**src/rtl/gain_offset_pkg.sv**
```systemverilog
package gain_offset_pkg;

  // ----------------------------------------------------------------
  // Bus and register geometry
  // ----------------------------------------------------------------
  localparam int ADDR_W   = 8;
  localparam int DATA_W   = 32;
  localparam int REG_W    = 16;
  localparam int IDX_W    = 6;
  localparam int STRB_W   = DATA_W / 8;
  localparam int N_STORED = 5;
  localparam int N_CHAN   = 2;

  // Register indices; byte address is four times the index
  localparam logic [IDX_W-1:0] IDX_CH9_MIRROR   = 6'h26;
  localparam logic [IDX_W-1:0] IDX_CH10_PRIMARY = 6'h27;
  localparam logic [IDX_W-1:0] IDX_CH10_MIRROR  = 6'h28;
  localparam logic [IDX_W-1:0] IDX_CH11_PRIMARY = 6'h29;
  localparam logic [IDX_W-1:0] IDX_CH11_MIRROR  = 6'h2a;
  localparam logic [IDX_W-1:0] IDX_CONTROL      = 6'h30;
  localparam logic [IDX_W-1:0] IDX_STATUS       = 6'h31;

  // Stored entries: 0 = ch9 mirror, then primary/mirror per channel
  localparam logic [N_STORED-1:0][IDX_W-1:0] STORED_IDX =
    {IDX_CH11_MIRROR, IDX_CH11_PRIMARY, IDX_CH10_MIRROR, IDX_CH10_PRIMARY, IDX_CH9_MIRROR};
  localparam int ENT_FIRST_PRIMARY = 1;
  localparam int ENT_STRIDE        = 2;

  localparam logic [REG_W-1:0] REG_RESET = 16'h0000;
  localparam logic [1:0]       CTRL_RESET = 2'h0;

  // ----------------------------------------------------------------
  // Field layout
  // ----------------------------------------------------------------
  localparam int GAIN_LSB        = 11;
  localparam int GAIN_W          = 5;
  localparam int OFFSET_LSB      = 0;
  localparam int OFFSET_W        = 10;
  localparam int CTRL_GAIN_BIT   = 0;
  localparam int CTRL_OFFSET_BIT = 1;
  localparam int SAMPLE_W        = 14;
  localparam int LUT_W           = 16;
  localparam int GAIN_FRAC       = 14;

  // Linear factor for code N: 10^(N*0.2/20), unsigned with 14 fraction bits
  localparam logic [31:0][LUT_W-1:0] GAIN_LUT = {
    16'h82ac, 16'h7fb2, 16'h7cca, 16'h79f3, 16'h772d, 16'h7476, 16'h71cf, 16'h6f38,
    16'h6cb0, 16'h6a37, 16'h67cc, 16'h656f, 16'h6320, 16'h60de, 16'h5eaa, 16'h5c82,
    16'h5a67, 16'h5858, 16'h5655, 16'h545e, 16'h5273, 16'h5092, 16'h4ebd, 16'h4cf2,
    16'h4b32, 16'h497b, 16'h47cf, 16'h462d, 16'h4494, 16'h4304, 16'h417e, 16'h4000};

  // ----------------------------------------------------------------
  // Carriers
  // ----------------------------------------------------------------
  typedef struct packed {
    logic              psel;
    logic              penable;
    logic              pwrite;
    logic [ADDR_W-1:0] paddr;
    logic [DATA_W-1:0] pwdata;
    logic [STRB_W-1:0] pstrb;
  } apb_req_t;

  typedef struct packed {
    logic              pready;
    logic              pslverr;
    logic [DATA_W-1:0] prdata;
  } apb_rsp_t;

  typedef struct packed {
    logic                       valid;
    logic signed [SAMPLE_W-1:0] data;
  } sample_t;

endpackage

```
**src/rtl/channel_gain_offset_regs.sv**
```systemverilog
// Overview of operation
// RULE_01 - With gain enable set, output gain is the 5-bit code times 0.2 dB.
// RULE_02 - Offset bits 9-0 are two's complement, one count per 14-bit sample LSB.
// RULE_03 - Offset affects output only while the global offset enable is 1.
// RULE_04 - Host writes the same offset to primary and mirror of each channel.
// RULE_05 - Address 27h is channel 10 primary, 28h its offset mirror.
// RULE_06 - Address 29h is channel 11 primary, 2Ah its offset mirror.
// RULE_07 - Host writes reserved bits as zero; all fields reset to zero.
`timescale 1ns/1ps
module channel_gain_offset_regs #(
  parameter int N_CHAN = gain_offset_pkg::N_CHAN
) (
  // Clock and reset
  input  wire logic                                 i_clk,
  input  wire logic                                 i_rst_b,
  input  wire logic                                 i_clk_en,
  // APB slave
  input  wire gain_offset_pkg::apb_req_t            i_apb,
  output gain_offset_pkg::apb_rsp_t                 o_apb,
  // Channel 10 and 11 samples
  input  wire gain_offset_pkg::sample_t [N_CHAN-1:0] i_sample,
  output gain_offset_pkg::sample_t [N_CHAN-1:0]      o_sample
);

  localparam int NS = gain_offset_pkg::N_STORED;
  localparam int RW = gain_offset_pkg::REG_W;
  localparam int DW = gain_offset_pkg::DATA_W;

  // ----------------------------------------------------------------
  // Address decode
  // ----------------------------------------------------------------
  wire logic [gain_offset_pkg::IDX_W-1:0] idx = i_apb.paddr[gain_offset_pkg::ADDR_W-1:2];
  wire logic aligned  = i_apb.paddr[1:0] == 2'h0;
  wire logic setup    = i_apb.psel & ~i_apb.penable;
  wire logic hit_ctrl = aligned & (idx == gain_offset_pkg::IDX_CONTROL);
  wire logic hit_stat = aligned & (idx == gain_offset_pkg::IDX_STATUS);

  logic [NS-1:0] hit_ent;
  genvar e;
  generate
    for (e = 0; e < NS; e++)
    begin : g_dec
      assign hit_ent[e] = aligned & (idx == gain_offset_pkg::STORED_IDX[e]);  // see RULE_05 see RULE_06
    end
  endgenerate

  wire logic mapped = |hit_ent | hit_ctrl | hit_stat;

  // Answer is prepared in setup, so the access phase completes at once
  logic          ready_q;
  logic          err_q;
  logic [DW-1:0] rdata_q;
  wire  logic    commit = ready_q & i_apb.psel & i_apb.penable;
  wire  logic    wr     = commit & i_apb.pwrite & mapped;

  // ----------------------------------------------------------------
  // Register storage
  // ----------------------------------------------------------------
  // Unpacked so each entry may have its own process
  logic [RW-1:0]         store_q [NS];
  logic [1:0]            ctrl_q;

  generate
    for (e = 0; e < NS; e++)
    begin : g_reg
      wire logic [RW-1:0] merged = {i_apb.pstrb[1] ? i_apb.pwdata[15:8] : store_q[e][15:8],
                                    i_apb.pstrb[0] ? i_apb.pwdata[7:0]  : store_q[e][7:0]};
      // Reserved bits are stored as written; software keeps them zero
      always_ff @(posedge i_clk or negedge i_rst_b)
      begin
        if (!i_rst_b)
          store_q[e] <= gain_offset_pkg::REG_RESET;  // see RULE_07
        else if (i_clk_en && wr && hit_ent[e])
          store_q[e] <= merged;
      end
    end
  endgenerate

  always_ff @(posedge i_clk or negedge i_rst_b)
  begin
    if (!i_rst_b)
      ctrl_q <= gain_offset_pkg::CTRL_RESET;
    else if (i_clk_en && wr && hit_ctrl && i_apb.pstrb[0])
      ctrl_q <= i_apb.pwdata[1:0];
  end

  wire logic gain_apply   = ctrl_q[gain_offset_pkg::CTRL_GAIN_BIT];
  wire logic offset_apply = ctrl_q[gain_offset_pkg::CTRL_OFFSET_BIT];

  // ----------------------------------------------------------------
  // Channel datapaths
  // ----------------------------------------------------------------
  logic [N_CHAN-1:0] mismatch;
  genvar c;
  generate
    for (c = 0; c < N_CHAN; c++)
    begin : g_chan
      localparam int P = gain_offset_pkg::ENT_FIRST_PRIMARY + c * gain_offset_pkg::ENT_STRIDE;
      wire logic [gain_offset_pkg::OFFSET_W-1:0] prim_off =
        store_q[P][gain_offset_pkg::OFFSET_LSB +: gain_offset_pkg::OFFSET_W];
      wire logic [gain_offset_pkg::OFFSET_W-1:0] mirr_off =
        store_q[P+1][gain_offset_pkg::OFFSET_LSB +: gain_offset_pkg::OFFSET_W];
      // Datapath trusts the primary copy; a differing mirror is only flagged
      assign mismatch[c] = prim_off != mirr_off;  // see RULE_04

      chan_corrector #(
        .SAMPLE_W (gain_offset_pkg::SAMPLE_W)
      ) u_corr (
        .i_clk          (i_clk),
        .i_rst_b        (i_rst_b),
        .i_clk_en       (i_clk_en),
        .i_gain_apply   (gain_apply),
        .i_offset_apply (offset_apply),
        .i_gain_code    (store_q[P][gain_offset_pkg::GAIN_LSB +: gain_offset_pkg::GAIN_W]),
        .i_offset       (prim_off),
        .i_sample       (i_sample[c]),
        .o_sample       (o_sample[c])
      );
    end
  endgenerate

  // ----------------------------------------------------------------
  // Read mux and bus answer
  // ----------------------------------------------------------------
  logic [RW-1:0] ent_rd;
  always_comb
  begin
    ent_rd = '0;
    for (int k = 0; k < NS; k++)
      ent_rd = ent_rd | (hit_ent[k] ? store_q[k] : '0);
  end

  wire logic [DW-1:0] rd_mux = hit_ctrl ? DW'(ctrl_q)
                             : hit_stat ? DW'(mismatch)
                             : DW'(ent_rd);

  always_ff @(posedge i_clk or negedge i_rst_b)
  begin
    if (!i_rst_b)
    begin
      ready_q <= 1'b0;
      err_q   <= 1'b0;
      rdata_q <= '0;
    end
    else if (i_clk_en)
    begin
      ready_q <= setup;
      err_q   <= setup & ~mapped;
      rdata_q <= (setup & ~i_apb.pwrite & mapped) ? rd_mux : '0;
    end
  end

  assign o_apb.pready  = ready_q;
  assign o_apb.pslverr = err_q;
  assign o_apb.prdata  = rdata_q;

endmodule

```
**src/rtl/chan_corrector.sv**
```systemverilog
`timescale 1ns/1ps
module chan_corrector #(
  parameter int SAMPLE_W = gain_offset_pkg::SAMPLE_W
) (
  // Clock and reset
  input  wire logic                                     i_clk,
  input  wire logic                                     i_rst_b,
  input  wire logic                                     i_clk_en,
  // Settings
  input  wire logic                                     i_gain_apply,
  input  wire logic                                     i_offset_apply,
  input  wire logic [gain_offset_pkg::GAIN_W-1:0]       i_gain_code,
  input  wire logic signed [gain_offset_pkg::OFFSET_W-1:0] i_offset,
  // Samples
  input  wire gain_offset_pkg::sample_t                 i_sample,
  output gain_offset_pkg::sample_t                      o_sample
);

  localparam int SUM_W  = SAMPLE_W + 1;
  localparam int PROD_W = SUM_W + gain_offset_pkg::LUT_W + 1;
  localparam logic signed [SAMPLE_W-1:0] S_MAX = {1'b0, {(SAMPLE_W-1){1'b1}}};
  localparam logic signed [SAMPLE_W-1:0] S_MIN = {1'b1, {(SAMPLE_W-1){1'b0}}};

  // ----------------------------------------------------------------
  // Offset stage
  // ----------------------------------------------------------------
  // Offset counts are 14-bit sample LSBs, so they add unshifted
  wire logic signed [SUM_W-1:0] off_ext = i_offset_apply ? SUM_W'(i_offset) : '0;  // see RULE_02 see RULE_03
  wire logic signed [SUM_W-1:0] sum     = SUM_W'(i_sample.data) + off_ext;

  logic signed [SUM_W-1:0] sum_q;
  logic                    v1_q;

  always_ff @(posedge i_clk or negedge i_rst_b)
  begin
    if (!i_rst_b)
    begin
      sum_q <= '0;
      v1_q  <= 1'b0;
    end
    else if (i_clk_en)
    begin
      sum_q <= sum;
      v1_q  <= i_sample.valid;
    end
  end

  // ----------------------------------------------------------------
  // Gain stage
  // ----------------------------------------------------------------
  wire logic [gain_offset_pkg::LUT_W-1:0] factor = gain_offset_pkg::GAIN_LUT[i_gain_code];  // see RULE_01
  wire logic signed [PROD_W-1:0] prod   = PROD_W'(sum_q) * $signed({1'b0, factor});
  wire logic signed [PROD_W-1:0] scaled = i_gain_apply ? (prod >>> gain_offset_pkg::GAIN_FRAC)
                                                       : PROD_W'(sum_q);  // see RULE_01
  // Saturate rather than wrap: a wrapped sample flips sign
  wire logic over  = scaled > PROD_W'(S_MAX);
  wire logic under = scaled < PROD_W'(S_MIN);
  wire logic signed [SAMPLE_W-1:0] sat = over ? S_MAX : (under ? S_MIN : scaled[SAMPLE_W-1:0]);

  always_ff @(posedge i_clk or negedge i_rst_b)
  begin
    if (!i_rst_b)
      o_sample <= '0;
    else if (i_clk_en)
    begin
      o_sample.valid <= v1_q;
      o_sample.data  <= sat;
    end
  end

endmodule

```
**config.mk**
```make
export PLATFORM = sky130hd
export DESIGN_NAME = channel_gain_offset_regs
export DESIGN_NICKNAME = d
export VERILOG_FILES = /design/src/rtl/gain_offset_pkg.sv /design/src/rtl/channel_gain_offset_regs.sv /design/src/rtl/chan_corrector.sv
export SDC_FILE = /design/constraint.sdc
export NUM_CORES = 2
export LEC_CHECK = 0
export ABC_AREA = 1
export BUFFER_PORTS_ARGS = -buffer_cell sky130_fd_sc_hd__buf_4
export CAP_MARGIN = 30
export CORE_AREA = 5 5 221 330
export CTS_CLUSTER_SIZE = 20
export DETAILED_ROUTE_END_ITERATION = 16
export DIE_AREA = 0 0 226 335
export PLACE_DENSITY = 0.58
export SYNTH_ARGS = -nofsm -noshare
export SYNTH_HDL_FRONTEND = slang
export SYNTH_SLANG_ARGS = --single-unit
```
**constraint.sdc**
```tcl
create_clock -name i_clk -period 20.7 [get_ports i_clk]
set_input_delay 5.175 -clock i_clk [delete_from_list [all_inputs] [get_ports i_clk]]
set_output_delay 5.175 -clock i_clk [all_outputs]
set_load 0.02 [all_outputs]
```
# Word level (Yosys, flattened, before mapping)
# Memories as Yosys holds them, arrays and structs flattened.
# Cells that the tools add are included.
totals:
  ff_bits: 178
  rom_bits: 1024
  input_bits: 80
  wordCells: 105
  mem_count: 2
mem_list:
  columns: ["name", "depth", "word_bits", "rd", "rd_ports_with_merged_regs", "write_ports", "line", "rtl"]
  rows:
  - ["(no name shown)", 32, 16, 1, 0, 0, "chan_corrector.sv:51", "wire logic [gain_offset_pkg::LUT_W-1:0] factor = gain_offset_pkg::GAIN_LUT[i_gain_code];"]
  - ["(no name shown)", 32, 16, 1, 0, 0, "chan_corrector.sv:51", null]
op_classes:
  addsub: 2
  mul: 2
  n_lt_le_gt_ge: 6
  eq_ne: 9
  muxes: 18
  bitwise_logic: 24
  reduce_logical: 20
op_table:
  columns: ["op", "n"]
  rows:
  - ["2-to-1 mux 16 bit", 10]
  - ["greater-than comparator 32 x 14 -> 1 bit (second input constant)", 2]
  - ["less-than comparator 32 x 14 -> 1 bit (second input constant)", 2]
  - ["multiplier 15 x 17 -> 32 bit", 2]
  - ["2-to-1 mux 32 bit", 2]
  - ["OR 16 bit", 4]
  - ["2-to-1 mux 14 bit", 4]
  - ["== test 6 bit (second input constant)", 7]
  - ["adder 14 x 15 -> 15 bit", 2]
  - ["2-to-1 mux 15 bit", 2]
  - ["inequality test 10 bit", 2]
  - ["AND reduction 2 bit", 10]
  - ["AND 1 bit", 15]
  - ["less-than comparator 5 x 6 -> 1 bit (second input constant)", 2]
  - ["logical AND 1 bit", 8]
  - ["OR reduction 5 bit", 1]
  - ["NOT 1 bit", 3]
  - ["zero test 2 bit", 1]
  - ["OR 1 bit", 2]

# Logic depth before layout (Yosys ltp)
logic_depth:
  ltp_word: 10
  depth_mapped: 40
  depth_no_buf: 38

# Cells and area by module
# From an unflattened synthesis, not the netlist that was laid out.
unflattened:
  hier_cells: 3630
  area_unflattened_um2: 27224.9
by_module_without_submodules:
  columns: ["mod", "n_inst", "cells_per_inst", "area_each_um2"]
  rows:
  - ["chan_corrector (g_chan[0].u_corr)", 1, 1462, 10956.8]
  - ["chan_corrector (g_chan[1].u_corr)", 1, 1453, 10892.9]
  - ["channel_gain_offset_regs", 1, 715, 5375.2]

# Least setup slack after synthesis
# OpenSTA, ideal clock, no wires.
synth_path:
  kind: "input to register"
  start: "input port i_sample[0] (netlist bit)"
  end: "register g_chan[0].u_corr.sum_q[14]"
  setup_time_ns: 0.137
  t_arrival_ns: 7.042
  t_required_ns: 20.563
  setup_slack_ns: 13.521
  path_stages: 14
  n_path_buf: 0
  cell_sequence: "ha_1 > inv_1 > fa_1 > o31ai_1 > and2_1 > nor2_1 > o21bai_1 > nand2_1 > nand2_1 > nand3_1 > nand2_1 > a31oi_1 > o21ai_0 > a22oi_1"
synth_via:
  elab_chain_cells: 1
synth_rtl:
  columns: ["item", "line", "rtl"]
  rows:
  - ["start: declaration", "channel_gain_offset_regs.sv:21", "input wire gain_offset_pkg::sample_t [N_CHAN-1:0] i_sample,"]
  - ["adder 14 x 15 -> 15 bit", "chan_corrector.sv:29", "wire logic signed [SUM_W-1:0] sum = SUM_W'(i_sample.data) + off_ext;"]
  - ["end signal: assignment", "chan_corrector.sv:43", "sum_q <= sum;"]
  - ["end: declaration", "chan_corrector.sv:31", "logic signed [SUM_W-1:0] sum_q;"]
# No other way between the ends.
# A chain may end at the register's enable or synchronous reset.

# Worst setup path after layout
layout_path:
  start: "register store_q[63] (netlist bit)"
  end: "register g_chan[0].u_corr.o_sample[0] (netlist name)"
layout_via:
  elab_chain_cells: 7
layout_rtl:
  columns: ["item", "line", "rtl"]
  rows:
  - ["start: declaration", "channel_gain_offset_regs.sv:60", "logic [RW-1:0] store_q [NS];"]
  - ["start signal: indexed assignment", "channel_gain_offset_regs.sv:72", "store_q[e] <= gain_offset_pkg::REG_RESET;"]
  - ["start signal: indexed assignment", "channel_gain_offset_regs.sv:74", "store_q[e] <= merged;"]
  - ["memory read (32 x 16 bit) (*)", null, null]
  - ["2-to-1 mux 16 bit (implied by the code) (*)", "chan_corrector.sv:51", null]
  - ["multiplier 15 x 17 -> 32 bit (*)", "chan_corrector.sv:52", "wire logic signed [PROD_W-1:0] prod = PROD_W'(sum_q) * $signed({1'b0, factor});"]
  - ["2-to-1 mux 32 bit (*)", "chan_corrector.sv:53", "wire logic signed [PROD_W-1:0] scaled = i_gain_apply ? (prod >>> gain_offset_pkg::GAIN_FRAC)"]
  - ["less-than comparator 32 x 14 -> 1 bit", "chan_corrector.sv:57", "wire logic under = scaled < PROD_W'(S_MIN);"]
  - ["2-to-1 mux 14 bit", "chan_corrector.sv:58", "wire logic signed [SAMPLE_W-1:0] sat = over ? S_MAX : (under ? S_MIN : scaled[SAMPLE_W-1:0]);"]
  - ["2-to-1 mux 14 bit (*)", "chan_corrector.sv:58", null]
# Mark *: on every way between the ends. The rest lies on a longest branch, timed or not. The select of a mux whose other input is x is not followed.

==> results.tsv <==
metric	value	unit
die-height	335	µm
ys_ff_latch	162	
slowest_stage	nor2_1	
nFillCells	7209	
yosys-top-cells-area	fa_1 28%, dfrtp_1 15%, ha_1 13%, nand2_1 11%, inv_1 9.2%	
skew	19.4	ps
pwr_density_cell	38.1	mW/mm²
antenna_left	0	
worstPathRequired	21040	ps
grt_max_degree	101	
ys.flop_type	dfrtp_1	
syn_area	0.0262	mm²
grt-ovfl-total	0	
clock-sinks	162	
hold_violations	0	
regArea	0.00406	mm²
criticalPathCategory	reg -> reg	
multi_input_area	0.0190	mm²
drive_above_1_share	6.76	%
synthArstFlopShare	100	%
fin_crit_sh	45.1	%
grt_use_total	22.9	%
dieArea	0.0757	mm²
yosysMostFrequentCell	nand2_1	
postCtsSetupBuffers	0	
min_path_type	reg -> reg	
drcViolationCount	0	
routedWlPerCell	19.3	µm
nets	4162	
num_vias	22522	
io-pin-count	144	
worstSetupEndpointType	flip-flop	
cts_tree	done	
synthTopCellsByCount	787 x nand2_1, 639 x inv_1, 362 x fa_1, 354 x nor2_1, 272 x ha_1	
slowest_delay	740	ps
drtPass1Iterations	5	
irDropWorstVdd	0.0000502	V
post-route-min-period	9340	ps
yosysSeqAreaShare	15.5	%
start_util	37.5	%
die_w	226	µm
path_max_fanout	18	
yosysTopAreaCell	fa_1	
via_per_inst	5.16	
p_leak	0.0148	µW
start_kind	flip-flop	
crit_buf_inv	6	
design.core.area	0.0698	mm²
tightest_slew	1050	ps
clkTransAtPathRegs	80	ps
dpl.hpwl	68.3	mm
max_cap_violations	0	
avgSynthCellArea	7.67	µm²
synth_cell_types	56	
rsz0062_at_grt	no	
fmax	107	MHz
synth_top_area_share	27.7	%
setup_viol	0	
antenna_found_initial	0	
portBuffers	109	
cp_common_cell	fa_1	
syn_to_final_growth	8.34	%
clockRootBuffer	clkbuf_16	
diodes	0	
holdWs	487	ps
synth_edf_count	0	
setup_tns	0	ps
synthCells	3413	
htreeDepth	4	
cts_hold_buffers	0	
rows	119	
insertion_delay	490	ps
status	completed	
finalMaxSlewViolations	0	
grt_pass1_vias	23839	
yosys_warnings	0	
numCtsBuffers	17	
drt_iter0_markers	1383	
wl	84.4	mm
crit_family	adder cells	
finalWeightedCongestion	0.939	
grt_pass1_wl	134	mm
clockBufferDepth	2	
cts-resized-gates	0	
relSlewSlack	29.9	%
arrival	9680	ps
-- stage by stage --
stage | area [µm²] | std cells | utilization (%) | total power [µW] | worst slack [ps]
final | 28400 | 4368 | 40.6 | 1080 | 11360
after global routing | 28400 | 4368 | 40.6 | 1150 | 10840
after CTS | 28300 | 4366 | 40.5 | 1090 | 11400
after detailed placement | 27700 | 4334 | 39.6 | 742 | 11440
after global placement | 27700 | 4334 | 39.6 | 741 | 11410
after floorplan | 26200 | 3428 | - | 605 | 13520
-- flip-flops by register name, summed over array words and instances (netlist names) --
| register | cells |
|---|---|
| ctrl_q | 2 |
| err_q | 1 |
| g_chan.mirr_off | 20 |
| g_chan.prim_off | 20 |
| g_chan.u_corr.o_sample | 30 |
| g_chan.u_corr.sum_q | 30 |
| g_chan.u_corr.v1_q | 2 |
| rdata_q | 16 |
| ready_q | 1 |
| store_q | 40 |
-- worst min-delay path, delay by kind of cell (launching register included) --
family	cells	cell delay, ps
simple gates	1	50
compound gates	1	60
flops	1	350
-- cell type report --
| cell class | instances | area share, % |
|---|---|---|
| tap | 907 | 4.00 |
| sequential | 162 | 14.3 |
| inverter | 672 | 8.90 |
| clock inverter | 15 | 0.684 |
| multi-input combinational | 2470 | 67.1 |
| clock buffer | 17 | 1.50 |
| timing repair buffer | 125 | 3.46 |
-- final timing paths --
check	depth (start not counted)	startpoint	slack (ps)	to
max in group asynchronous	4	i_rst_b	14880	g_chan[1].u_corr.o_sample[8]
worst min-delay path	2	rdata_q[11]	490	rdata_q[11]
worst max register to register	30	store_q[63]	11360	g_chan[0].u_corr.o_sample[0]
min in group asynchronous	1	i_rst_b	4460	rdata_q[6]
worst min register to register	2	rdata_q[11]	490	rdata_q[11]
worst max-delay path	30	store_q[63]	11360	g_chan[0].u_corr.o_sample[0]
-- where the power goes --
group / switching (µW) / internal (µW)
Clock: 170 / 173
Sequential: 36.9 / 330
Combinational: 238 / 131
-- routing by layer --
layer | track usage, % | up-vias | wire (µm)
met4 | 12.5 | 0 | 5430
met2 | 42.5 | 703 | 44800
met1 | 25.2 | 11029 | 30700
met5 | 0 | - | 0
met3 | 2.40 | 222 | 3580
li1 | - | 10568 | -
-- logic make-up after synthesis --
logic type | count (synthesis) | synth area share (%)
simple gates | 1310 | 20.1
buf+inv | 796 | 12.0
fa+ha+maj | 634 | 40.7
compound gates | 461 | 10.1
flops | 162 | 15.5
xor+xnor | 49 | 1.64
other cells | 1 | 0.0143
-- placed cells by master, fill, tap and decap left out, types with 77 or more instances in the layout --
cell type	instances
a21oi_1	130
buf_4	122
dfrtp_1	161
fa_1	362
ha_1	272
inv_1	638
nand2_1	787
nand3_1	77
nor2_1	354
o21ai_0	222
(Power assumes the default switching activity.)
